**config.mk**
```make
export PLATFORM = sky130hd
export DESIGN_NAME = cpm_power_ctrl
export DESIGN_NICKNAME = d
export VERILOG_FILES = /design/src/include/cpm_pkg.sv /design/src/include/cpm_comp_if.sv /design/src/verilog/cpm_sync.sv /design/src/verilog/cpm_compander.sv /design/src/verilog/cpm_power_ctrl.sv
export SDC_FILE = /design/constraint.sdc
export NUM_CORES = 1
export LEC_CHECK = 0
export ABC_AREA = 1
export BUFFER_PORTS_ARGS = -buffer_cell sky130_fd_sc_hd__buf_2
export CORE_UTILIZATION = 53
export DETAILED_ROUTE_END_ITERATION = 16
export PLACE_DENSITY_LB_ADDON = 0.08
export SYNTH_ARGS = -nofsm -noshare
export SYNTH_HDL_FRONTEND = slang
export SYNTH_HIERARCHICAL = 1
export SYNTH_SLANG_ARGS = --single-unit
```
**constraint.sdc**
```tcl
create_clock -name I_CLK -period 4.25 [get_ports I_CLK]
set_input_delay 0.425 -clock I_CLK [delete_from_list [all_inputs] [get_ports I_CLK]]
set_output_delay 0.425 -clock I_CLK [all_outputs]
set_load 0.02 [all_outputs]
```
**src/include/cpm_pkg.sv**
```systemverilog
// How it works
// [RULE1] External reset returns every programmable register to its default value.
// [RULE2] The controller holds reset low at least 500 ns at power-on.
// [RULE3] Register writes are accepted and kept while powered down.
// [RULE4] At power-up, power control bit 1 picks differential or single-ended earpiece.
// [RULE5] Clearing power bit 0 powers down; gain bit 7 picks deep or light.
// [RULE6] No master clock transitions forces power-down with serial output released.
// [RULE7] A power-down during a word waits until the word is fully shifted.
// [RULE8] Gain bit 7 high powers down regardless of master clock presence; here bit 7 high only stops clock loss from forcing power-down.
// [RULE9] Samples are 15-bit linear or 8-bit companded, mu-law or A-law.
// [RULE10] Bits launch on bit clock rise; output released after last falling edge.
// [RULE11] Receive bits are held around and sampled on bit clock falling edges.
// [RULE12] The far end gives 16 or 256 bit clocks per frame.
// [RULE13] Clock loss is declared after a fixed edgeless timeout, cleared on edges.
package cpm_pkg;
  localparam int CLK_MHZ = 100;
  localparam int RESET_MIN_NS = 500;
  localparam int RESET_MIN_CYC = (RESET_MIN_NS * CLK_MHZ + 999) / 1000;

  // Register addresses
  localparam logic [1:0] ADDR_PWR_CTL = 2'h0;
  localparam logic [1:0] ADDR_TX_GAIN = 2'h1;
  localparam logic [1:0] ADDR_FORMAT = 2'h2;
  localparam logic [1:0] ADDR_STATUS = 2'h3;

  // Field positions
  localparam int PWR_ON_BIT = 0;
  localparam int PWR_EAR_DIFF_BIT = 1;
  localparam int PWR_EAR_MUTE_BIT = 3;
  localparam int PWR_MIC_MUTE_BIT = 6;
  localparam int PWR_ST_MUTE_BIT = 7;
  localparam int TXG_DEEP_BIT = 7;
  localparam int FMT_COMP_BIT = 0;
  localparam int FMT_ALAW_BIT = 1;
  localparam int ST_POWERED_BIT = 0;
  localparam int ST_DEEP_BIT = 1;
  localparam int ST_MCLK_LOST_BIT = 2;
  localparam int ST_BUSY_BIT = 3;

  // Reset values
  localparam logic [7:0] PWR_CTL_RST = 8'h00;
  localparam logic [7:0] TX_GAIN_RST = 8'h0B;
  localparam logic [7:0] FORMAT_RST = 8'h00;

  // Word lengths in bits
  localparam logic [3:0] WORD_LIN = 4'hF;
  localparam logic [3:0] WORD_COMP = 4'h8;

  // Master clock loss timeout
  localparam int MCLK_LOSS_NS = 31250;
  localparam int MCLK_LOSS_CYC = (MCLK_LOSS_NS * CLK_MHZ + 999) / 1000;
  localparam logic [11:0] MCLK_LOSS_CNT = 12'(MCLK_LOSS_CYC);

  typedef enum logic [1:0] {
    PS_DOWN_LIGHT = 2'h0,
    PS_ACTIVE = 2'h1,
    PS_DRAIN = 2'h3,
    PS_DOWN_DEEP = 2'h2
  } cpm_pwr_state_t;
endpackage

```
**src/include/cpm_comp_if.sv**
```systemverilog
`timescale 1ns/100ps
`default_nettype none
interface cpm_comp_if;
  logic [14:0] sample;
  logic companded;
  logic a_law;
  logic [14:0] code;
  modport src(output sample, output companded, output a_law, input code);
  modport enc(input sample, input companded, input a_law, output code);
endinterface
`default_nettype wire

```
**src/verilog/cpm_sync.sv**
```systemverilog
`timescale 1ns/100ps
`default_nettype none
module cpm_sync (
  input wire logic i_clk,
  input wire logic i_reset_n,
  input wire logic i_async,
  output logic o_level,
  output logic o_rise,
  output logic o_fall
);
  logic meta_ff;
  logic sync_ff;
  logic last_ff;

  always_ff @(posedge i_clk) begin
    if (!i_reset_n) begin
      meta_ff <= 1'b0;
      sync_ff <= 1'b0;
      last_ff <= 1'b0;
    end else begin
      meta_ff <= i_async;
      sync_ff <= meta_ff;
      last_ff <= sync_ff;
    end
  end

  assign o_level = sync_ff;
  assign o_rise = sync_ff && !last_ff;
  assign o_fall = !sync_ff && last_ff;
endmodule
`default_nettype wire

```
**src/verilog/cpm_compander.sv**
```systemverilog
`timescale 1ns/100ps
`default_nettype none
module cpm_compander (
  cpm_comp_if.enc cif
);
  function automatic logic [7:0] mulaw_enc(input logic [14:0] s);
    logic sgn;
    logic [13:0] mag;
    logic [2:0] seg;
    logic [3:0] mant;
    sgn = s[14];
    mag = {1'b0, (sgn ? ~s[13:1] : s[13:1])} + 14'h0021;
    if (mag[13]) begin
      mag = 14'h1FFF;
    end
    seg = 3'h0;
    for (int i = 0; i < 8; i++) begin
      if (mag[i + 5]) begin
        seg = 3'(i);
      end
    end
    mant = 4'(mag >> ({1'b0, seg} + 4'h1));
    return ~{sgn, seg, mant};
  endfunction

  function automatic logic [7:0] alaw_enc(input logic [14:0] s);
    logic sgn;
    logic [11:0] mag;
    logic [2:0] seg;
    logic [3:0] mant;
    sgn = s[14];
    mag = sgn ? ~s[13:2] : s[13:2];
    seg = 3'h0;
    for (int i = 1; i < 8; i++) begin
      if (mag[i + 4]) begin
        seg = 3'(i);
      end
    end
    mant = 4'(mag >> ((seg == 3'h0) ? 3'h1 : seg));
    return {~sgn, seg, mant} ^ 8'h55;
  endfunction

  // Companded codes sit left-aligned so the shifter always sends the MSB first
  // [RULE9] Format selection
  always_comb begin
    if (!cif.companded) begin
      cif.code = cif.sample;
    end else if (cif.a_law) begin
      cif.code = {alaw_enc(cif.sample), 7'h00};
    end else begin
      cif.code = {mulaw_enc(cif.sample), 7'h00};
    end
  end
endmodule
`default_nettype wire

```
**src/verilog/cpm_power_ctrl.sv**
```systemverilog
// Decided for this implementation: the register addresses and strobed register access.
`timescale 1ns/100ps
`default_nettype none
module cpm_power_ctrl (
  input wire logic I_CLK,
  input wire logic I_RESET_N,
  input wire logic [1:0] I_REG_ADDR,
  input wire logic [7:0] I_REG_WDATA,
  input wire logic I_REG_WR,
  input wire logic I_REG_RD,
  output logic [7:0] O_REG_RDATA,
  input wire logic I_MCLK,
  input wire logic I_PCM_BIT_CLOCK,
  input wire logic I_PCM_FRAME_SYNC,
  input wire logic I_PCM_SERIAL_IN,
  output logic O_PCM_SERIAL_OUT,
  output logic O_PCM_SERIAL_OUT_OE_N,
  input wire logic [14:0] I_TX_SAMPLE,
  output logic [14:0] O_RX_WORD,
  output logic O_RX_VALID,
  output logic O_DIFF_EAR_EN,
  output logic O_SE_EAR_EN,
  output logic O_EAR_MUTE,
  output logic O_MIC_MUTE,
  output logic O_SIDETONE_MUTE,
  output logic O_POWERED,
  output logic O_DEEP_SLEEP,
  output logic O_MCLK_LOST
);
  logic [7:0] pwr_ctl_ff;
  logic [7:0] tx_gain_ff;
  logic [7:0] format_ff;
  logic [7:0] rdata_ff;
  cpm_pkg::cpm_pwr_state_t state_ff;
  cpm_pkg::cpm_pwr_state_t nxt_state;
  logic [11:0] mclk_cnt_ff;
  logic mclk_lost_ff;
  logic busy_ff;
  logic oe_n_ff;
  logic out_ff;
  logic [14:0] tx_shift_ff;
  logic [14:0] rx_shift_ff;
  logic [3:0] len_ff;
  logic [3:0] cnt_ff;
  logic [14:0] rx_word_ff;
  logic rx_valid_ff;
  logic diff_ear_ff;
  logic se_ear_ff;
  logic mclk_rise;
  logic mclk_fall;
  logic bclk_rise;
  logic bclk_fall;
  logic fsync_level;
  logic rx_level;
  logic powered;
  logic override;
  logic pd_req;
  logic start;
  logic launch;
  logic sample_rx;
  logic last_bit;

  cpm_comp_if cif ();

  cpm_sync u_sync_mclk (
    .i_clk(I_CLK),
    .i_reset_n(I_RESET_N),
    .i_async(I_MCLK),
    .o_level(),
    .o_rise(mclk_rise),
    .o_fall(mclk_fall)
  );

  cpm_sync u_sync_bclk (
    .i_clk(I_CLK),
    .i_reset_n(I_RESET_N),
    .i_async(I_PCM_BIT_CLOCK),
    .o_level(),
    .o_rise(bclk_rise),
    .o_fall(bclk_fall)
  );

  cpm_sync u_sync_fsync (
    .i_clk(I_CLK),
    .i_reset_n(I_RESET_N),
    .i_async(I_PCM_FRAME_SYNC),
    .o_level(fsync_level),
    .o_rise(),
    .o_fall()
  );

  cpm_sync u_sync_rx (
    .i_clk(I_CLK),
    .i_reset_n(I_RESET_N),
    .i_async(I_PCM_SERIAL_IN),
    .o_level(rx_level),
    .o_rise(),
    .o_fall()
  );

  assign cif.sample = I_TX_SAMPLE;
  assign cif.companded = format_ff[cpm_pkg::FMT_COMP_BIT];
  assign cif.a_law = format_ff[cpm_pkg::FMT_ALAW_BIT];

  cpm_compander u_comp (
    .cif(cif.enc)
  );

  // Registers; writes land in any power state
  // [RULE1] Defaults on reset
  // [RULE3] Writes while down
  always_ff @(posedge I_CLK) begin
    if (!I_RESET_N) begin
      pwr_ctl_ff <= cpm_pkg::PWR_CTL_RST;
      tx_gain_ff <= cpm_pkg::TX_GAIN_RST;
      format_ff <= cpm_pkg::FORMAT_RST;
    end else if (I_REG_WR) begin
      unique case (I_REG_ADDR)
        cpm_pkg::ADDR_PWR_CTL: begin
          pwr_ctl_ff <= I_REG_WDATA;
        end
        cpm_pkg::ADDR_TX_GAIN: begin
          tx_gain_ff <= I_REG_WDATA;
        end
        cpm_pkg::ADDR_FORMAT: begin
          format_ff <= {6'h00, I_REG_WDATA[1:0]};
        end
        cpm_pkg::ADDR_STATUS: begin
        end
      endcase
    end
  end

  // Read data stand only in the cycle after the strobe
  always_ff @(posedge I_CLK) begin
    if (!I_RESET_N || !I_REG_RD) begin
      rdata_ff <= 8'h00;
    end else begin
      unique case (I_REG_ADDR)
        cpm_pkg::ADDR_PWR_CTL: begin
          rdata_ff <= pwr_ctl_ff;
        end
        cpm_pkg::ADDR_TX_GAIN: begin
          rdata_ff <= tx_gain_ff;
        end
        cpm_pkg::ADDR_FORMAT: begin
          rdata_ff <= format_ff;
        end
        cpm_pkg::ADDR_STATUS: begin
          rdata_ff <= {4'h0, busy_ff, mclk_lost_ff, (state_ff == cpm_pkg::PS_DOWN_DEEP), powered};
        end
      endcase
    end
  end

  // [RULE13] Edgeless timeout detector
  always_ff @(posedge I_CLK) begin
    if (!I_RESET_N || mclk_rise || mclk_fall) begin
      mclk_cnt_ff <= 12'h000;
      mclk_lost_ff <= 1'b0;
    end else if (mclk_cnt_ff == cpm_pkg::MCLK_LOSS_CNT) begin
      mclk_lost_ff <= 1'b1;
    end else begin
      mclk_cnt_ff <= mclk_cnt_ff + 12'h001;
    end
  end

  assign powered = (state_ff == cpm_pkg::PS_ACTIVE) || (state_ff == cpm_pkg::PS_DRAIN);
  assign override = tx_gain_ff[cpm_pkg::TXG_DEEP_BIT];
  // [RULE6] Clock loss forces down unless overridden
  // [RULE8] Override ignores clock detection
  assign pd_req = !pwr_ctl_ff[cpm_pkg::PWR_ON_BIT] || (mclk_lost_ff && !override);

  // [RULE5] Power-down and depth selection
  // [RULE7] Drain a word in flight
  always_comb begin
    nxt_state = state_ff;
    unique case (state_ff)
      cpm_pkg::PS_ACTIVE: begin
        if (pd_req && busy_ff) begin
          nxt_state = cpm_pkg::PS_DRAIN;
        end else if (pd_req) begin
          nxt_state = override ? cpm_pkg::PS_DOWN_DEEP : cpm_pkg::PS_DOWN_LIGHT;
        end
      end
      cpm_pkg::PS_DRAIN: begin
        if (!busy_ff && !pd_req) begin
          nxt_state = cpm_pkg::PS_ACTIVE;
        end else if (!busy_ff) begin
          nxt_state = override ? cpm_pkg::PS_DOWN_DEEP : cpm_pkg::PS_DOWN_LIGHT;
        end
      end
      cpm_pkg::PS_DOWN_LIGHT: begin
        if (!pd_req) begin
          nxt_state = cpm_pkg::PS_ACTIVE;
        end else if (override) begin
          nxt_state = cpm_pkg::PS_DOWN_DEEP;
        end
      end
      cpm_pkg::PS_DOWN_DEEP: begin
        if (!pd_req) begin
          nxt_state = cpm_pkg::PS_ACTIVE;
        end else if (!override) begin
          nxt_state = cpm_pkg::PS_DOWN_LIGHT;
        end
      end
    endcase
  end

  always_ff @(posedge I_CLK) begin
    if (!I_RESET_N) begin
      state_ff <= cpm_pkg::PS_DOWN_LIGHT;
    end else begin
      state_ff <= nxt_state;
    end
  end

  // [RULE4] Earpiece amplifier choice
  always_ff @(posedge I_CLK) begin
    if (!I_RESET_N) begin
      diff_ear_ff <= 1'b0;
      se_ear_ff <= 1'b0;
    end else begin
      diff_ear_ff <= powered && pwr_ctl_ff[cpm_pkg::PWR_EAR_DIFF_BIT];
      se_ear_ff <= powered && !pwr_ctl_ff[cpm_pkg::PWR_EAR_DIFF_BIT];
    end
  end

  // New words start only while fully active, never in drain
  assign start = bclk_fall && fsync_level && !busy_ff && (state_ff == cpm_pkg::PS_ACTIVE);
  assign launch = busy_ff && bclk_rise && (cnt_ff != len_ff);
  assign sample_rx = busy_ff && bclk_fall && !oe_n_ff;
  assign last_bit = sample_rx && (cnt_ff == len_ff);

  // [RULE10] Launch on rise, release after last fall
  always_ff @(posedge I_CLK) begin
    if (!I_RESET_N || !powered) begin
      busy_ff <= 1'b0;
      oe_n_ff <= 1'b1;
      out_ff <= 1'b0;
      cnt_ff <= 4'h0;
      len_ff <= cpm_pkg::WORD_LIN;
      tx_shift_ff <= 15'h0000;
    end else if (start) begin
      busy_ff <= 1'b1;
      cnt_ff <= 4'h0;
      len_ff <= cif.companded ? cpm_pkg::WORD_COMP : cpm_pkg::WORD_LIN;
      tx_shift_ff <= cif.code;
    end else if (launch) begin
      out_ff <= tx_shift_ff[14];
      tx_shift_ff <= {tx_shift_ff[13:0], 1'b0};
      oe_n_ff <= 1'b0;
      cnt_ff <= cnt_ff + 4'h1;
    end else if (last_bit) begin
      oe_n_ff <= 1'b1;
      busy_ff <= 1'b0;
    end
  end

  // [RULE11] Sample on falling edge
  always_ff @(posedge I_CLK) begin
    if (!I_RESET_N) begin
      rx_shift_ff <= 15'h0000;
      rx_word_ff <= 15'h0000;
      rx_valid_ff <= 1'b0;
    end else begin
      rx_valid_ff <= last_bit;
      if (start) begin
        rx_shift_ff <= 15'h0000;
      end else if (sample_rx) begin
        rx_shift_ff <= {rx_shift_ff[13:0], rx_level};
      end
      if (last_bit) begin
        rx_word_ff <= (len_ff == cpm_pkg::WORD_COMP) ? {7'h00, rx_shift_ff[6:0], rx_level} :
                      {rx_shift_ff[13:0], rx_level};
      end
    end
  end

  assign O_REG_RDATA = rdata_ff;
  assign O_PCM_SERIAL_OUT = out_ff;
  assign O_PCM_SERIAL_OUT_OE_N = oe_n_ff;
  assign O_RX_WORD = rx_word_ff;
  assign O_RX_VALID = rx_valid_ff;
  assign O_DIFF_EAR_EN = diff_ear_ff;
  assign O_SE_EAR_EN = se_ear_ff;
  assign O_EAR_MUTE = pwr_ctl_ff[cpm_pkg::PWR_EAR_MUTE_BIT];
  assign O_MIC_MUTE = pwr_ctl_ff[cpm_pkg::PWR_MIC_MUTE_BIT];
  assign O_SIDETONE_MUTE = pwr_ctl_ff[cpm_pkg::PWR_ST_MUTE_BIT];
  assign O_POWERED = powered;
  assign O_DEEP_SLEEP = (state_ff == cpm_pkg::PS_DOWN_DEEP);
  assign O_MCLK_LOST = mclk_lost_ff;
endmodule
`default_nettype wire

```
# ---- After elaboration in Yosys (flattened, before gate mapping)
# Cells that the tools add are included.
dict set report classes {
  add_sub_neg 4
  eq_ne 15
  shifts 2
  muxes 46
  bitwise_logic 7
  reduce_logical 51
}
# operator n
set op_table {}
lappend op_table {{$mux W15} 5}
lappend op_table {{$mux W3} 14}
lappend op_table {{$pmux W8 S4} 1}
lappend op_table {{$mux W14} 2}
lappend op_table {{$mux W13} 2}
lappend op_table {{$mux W2} 13}
lappend op_table {{$logic_and A1 B1 Y1} 17}
lappend op_table {{$add A13 B6 Y14 const B} 1}
lappend op_table {{$shr A14 B4 Y4} 1}
lappend op_table {{$logic_not A1 Y1} 13}
lappend op_table {{$not A13 Y13} 1}
lappend op_table {{$add A12 B1 Y12 const B} 1}
lappend op_table {{$eq A12 B12 Y1 const B} 1}
lappend op_table {{$mux W12} 1}
lappend op_table {{$not A12 Y12} 1}
lappend op_table {{$reduce_and A2 Y1} 6}
lappend op_table {{$shr A12 B3 Y4} 1}
lappend op_table {{$eq A2 B2 Y1 const B} 4}
lappend op_table {{$not A8 Y8} 1}
lappend op_table {{$pmux W2 S4} 1}
lappend op_table {{$mux W1} 7}
lappend op_table {{$logic_or A1 B1 Y1} 6}
lappend op_table {{$ne A3 B2 Y1 const B} 2}
lappend op_table {{$ne A3 B3 Y1 const B} 2}
lappend op_table {{other kinds (14)} 21}
dict set report totals {
  regBits 109
  input_bits 33
  wordCells 153
}

# ---- Longest topological paths before layout
dict set report depth {
  depth_word 21
  depth_mapped 27
  ltp_nobuf 26
}

# ---- Cells and area by module
# Netlist, hierarchy kept.
# module instances cells_per_inst area_each_um2
set modules_own_cells {}
lappend modules_own_cells {cpm_power_ctrl 1 558 4053.9}
lappend modules_own_cells {cpm_compander 1 323 1576.5}
lappend modules_own_cells {cpm_sync 4 13 100.1}

# ---- Least setup slack after synthesis
# OpenSTA, ideal clock, no wires.
dict set report synth_path {
  path_type {input port to flip-flop}
  startpoint {input port I_TX_SAMPLE[14]}
  endpoint {register tx_shift_ff[10]}
  setup_time_ns 0.132
  t_arrival_ns 2.398
  required_time_ns 4.118
  slack_ns 1.720
  stages 24
  path_buffers 1
  cell_sequence {buf_6 -> inv_6 -> nand2_1 -> nand2_1 -> ha_1 -> inv_1 -> nor2_4 -> nand2_2 -> nand2_4 -> nand3_1 -> nand2_1 -> nand2_1 -> nor2_2 -> nand2_4 -> nand2_4 -> nand2_1 -> a21oi_1 -> nor2_1 -> nor2_1 -> nor2_1 -> nand2_1 -> nand2_1 -> nand2_1 -> a21oi_1}
}
dict set report synth_between {
  elab_chain_len 20
  word_cells_on_any_way 33
}
# element line
set synth_lines {}
lappend synth_lines {{start, declared} cpm_power_ctrl.sv:18} ;# input wire logic [14:0] I_TX_SAMPLE,
lappend synth_lines {{$mux W13} cpm_compander.sv:12} ;# mag = {1'b0, (sgn ? ~s[13:1] : s[13:1])} + 14'h0021;
lappend synth_lines {{$add A13 B6 Y14} cpm_compander.sv:12}
lappend synth_lines {{$mux W13} cpm_compander.sv:13} ;# if (mag[13]) begin
lappend synth_lines {{$mux W14} cpm_compander.sv:48} ;# end else if (cif.a_law) begin
lappend synth_lines {{$mux W14} cpm_compander.sv:46} ;# if (!cif.companded) begin
lappend synth_lines {{$mux W1} cpm_compander.sv:18} ;# if (mag[i + 5]) begin
lappend synth_lines {{$mux W2 (2 in a row)} cpm_compander.sv:18}
lappend synth_lines {{$mux W3 (4 in a row)} cpm_compander.sv:18}
lappend synth_lines {{$mux W3} cpm_compander.sv:48}
lappend synth_lines {{$mux W3} cpm_compander.sv:46}
lappend synth_lines {{$add A3 B1 Y4} cpm_compander.sv:22} ;# mant = 4'(mag >> ({1'b0, seg} + 4'h1));
lappend synth_lines {{$shr A14 B4 Y4} cpm_compander.sv:22}
lappend synth_lines {{$not A8 Y8} cpm_compander.sv:23} ;# return ~{sgn, seg, mant};
lappend synth_lines {{$mux W15 (*)} cpm_compander.sv:48}
lappend synth_lines {{$mux W15 (*)} cpm_compander.sv:46}
lappend synth_lines {{named net cif.code[10]} cpm_comp_if.sv:7} ;# logic [14:0] code;
lappend synth_lines {{$mux W15 (*)} cpm_power_ctrl.sv:244} ;# end else if (start) begin
lappend synth_lines {{end signal, assigned} cpm_power_ctrl.sv:248} ;# tx_shift_ff <= cif.code;
lappend synth_lines {{end signal, assigned} cpm_power_ctrl.sv:251} ;# tx_shift_ff <= {tx_shift_ff[13:0], 1'b0};
lappend synth_lines {{end, declared} cpm_power_ctrl.sv:41} ;# logic [14:0] tx_shift_ff;
# The timed path passes the listed nets; every way through them passes the cells marked *. The select of a mux whose other input is x is not followed.
# A chain may end at the register's enable or synchronous reset.

# ---- Worst setup path after layout
# Same ends and word-level chain as after synthesis.

==> run summary <==
Wire per inst -> 12.60 microns
DR WL met2 -> 6.116 mm
CP Launch Type -> input pin
Psw -> 0.0006210 W
Worst-Skew Late Latency -> 0.39 ns
Mapped Avg Cell Area -> 6.464 sq um
Hold buffer count at cts -> 0
PostCTS Resize Cnt -> 0
Final hold viol count -> 0
M1 wire length -> 6.897 mm
Final WL -> 14.08 mm
Worst-Margin Slew -> 0.7035 ns
P_leak -> 3.013 nW
Clk buf depth -> 2
Post-CTS Setup Bufs -> 0
Die height -> 107.9 microns
Worst vdd ir -> 306.1 uV
First-pass GRT wire length -> 23.57 mm
DR iter-0 viols -> 299
Fraction of layout cells with a size suffix above 1 -> 15.97%
CTS buffer count -> 9
Sequential share of power -> 50.9%
Fin crit period -> 2.856 ns
Mapped cell area -> 0.005941 sq mm
IO buf count -> 66
Instance count of the mapped netlist -> 919
Synth warnings -> 6
Post-route ant nets -> 0
Clk sinks -> 106
I/O pin count -> 67
Gate power share -> 16.9%
H-tree levels -> 3
CTS tree -> done
CTS clk-pin slew, worst paths -> 0.10 ns
Worst Path Arrival -> 3.17 ns
Number of global-route vias before repair -> 5065
Worst path required time -> 4.57 ns
DR pass1 iterations -> 5
DP HPWL -> 10.20 mm
Pin count of the biggest net entering global routing -> 40
Grt ovf -> 0
TNS Setup -> 0 ns
P_int -> 0.001402 W
Max Fclk -> 350.1 MHz
Max-slew violations -> 0
CTS root buf -> clkbuf_8
Initial antenna violation count -> 0
CP Class -> in -> reg
Die ar. -> 0.01164 sq mm
Routed wl met3 -> 760 microns
Total GRT Usage -> 25.59%
DR top layer -> met4
Final Cycle Share -> 67.21%
Core Region -> 0.01089 sq mm
DP Area -> 0.006270 sq mm
Net count, final -> 1009
Switching share of power -> 30.70%
Worst clock skew -> 0.009639 ns
Inserted Diodes -> 0
Utilization after layout -> 59.53%
Status -> finished, final reports clean
Area Overhead vs Synth -> 9.099%
Via count -> 5727
RSZ-0062 raised after global routing -> no
Syn nets -> 956
Die Span X -> 107.9 microns
RD Place Congestion -> 1.008
DRC violations left -> 0
Hold_ws -> 0.2072 ns
Routed vias/inst -> 5.127
Max-cap viol count -> 0
Power per cell area -> 312.1 mW/mm^2
Cell area after layout -> 0.006481 sq mm
Starting Density -> 54.56%
Floorplan row count -> 38
Crit path max fanout -> 18
Rel. slew slack -> 53.04%
Clk network pwr share -> 32.2%
Final setup viols -> 0
Hold Crit Class -> in -> reg
Crit. End Element -> register
## through the flow
step	std cells	power [W]	worst slack (ns)
after detailed placement	1101	0.001388	1.019
after CTS	1117	0.002034	1.427
after global routing	1117	0.002119	1.023
final	1117	0.002023	1.394
after floorplan	919	0.001302	1.720
after global placement	1101	0.001390	1.006
## final timing paths
path	from	end	slack (ns)	cells after the start
setup / recovery	I_TX_SAMPLE[14]	tx_shift_ff[10]	1.39	26
hold reg to reg	u_sync_mclk/meta_ff	u_sync_mclk/o_level	0.42	2
setup reg to reg	format_ff[0]	tx_shift_ff[13]	2.37	6
hold / removal	I_PCM_BIT_CLOCK	u_sync_bclk/meta_ff	0.21	3
## routing by layer
layer	up-vias	global-route usage, %
li1	3010	-
met1	2551	35.30
met2	144	39.56
met3	22	4.116
met4	0	10.37
met5	-	0
## registers in the layout, summed over array words and instances, names as in the netlist, 2 cells and up
| signal | flops |
|---|---|
| format_ff | 2 |
| cnt_ff | 4 |
| tx_gain_ff | 8 |
| O_REG_RDATA | 8 |
| state_ff | 2 |
| rx_shift_ff | 14 |
| mclk_cnt_ff | 12 |
| O_RX_WORD | 15 |
| tx_shift_ff | 15 |
| pwr_ctl_ff | 8 |
## cells in the final DEF (no fill, tap or decap), types with 3 or more instances in the layout
master	n
nand2_1	308
dfxtp_1	106
inv_1	94
nand3_1	82
nor2_1	77
a21oi_1	70
buf_2	66
o21ai_0	38
nand2_2	24
inv_2	14
nand2_4	9
o211ai_1	9
clkbuf_8	9
nor2_4	8
nor2_2	8
nand4_1	6
xor2_1	4
nor3_1	4
ha_1	4
nand3_2	4
o21ai_1	3
nand3b_1	3
## critical path: stages
cell and delay [ns]:
buf_2 0.33, inv_6 0.11, nand2_1 0.08, nand2_1 0.14, ha_1 0.27, inv_1 0.09, nor2_4 0.05, nand2_2 0.11
nand2_4 0.08, nand3_1 0.07, nand2_1 0.09, nor2_4 0.13, nand2_1 0.08, nand2_2 0.08, nand2_4 0.10, nand2_4 0.14
nand2_2 0.07, nand3_1 0.08, nand2_1 0.05, nor2_1 0.17, nor2_1 0.07, nor2_1 0.08, nand2_1 0.06, nand2_1 0.06
nand2_1 0.05, a21oi_1 0.11
## layout make-up
cell class / instances / area [sq um]
Clock buffer: 9 / 123.9
Clock inverter: 7 / 87.58
Fill cell: 1096 / 4407
Inverter: 112 / 426.7
Multi-Input combinational cell: 676 / 3208
Sequential cell: 106 / 2122
Tap cell: 140 / 175.2
Timing Repair Buffer: 67 / 337.8
## power by group through the flow
stage	Clock, W	Sequential (W)	Combinational [W]
after detailed placement	0	0.00105	0.000336
final	0.000652	0.00103	0.000342
after floorplan	0	0.00105	0.000253
after global placement	0	0.00105	0.000338
after CTS	0.000667	0.00103	0.000338
after global routing	0.000703	0.00103	0.000383
(Power assumes the default switching activity.)
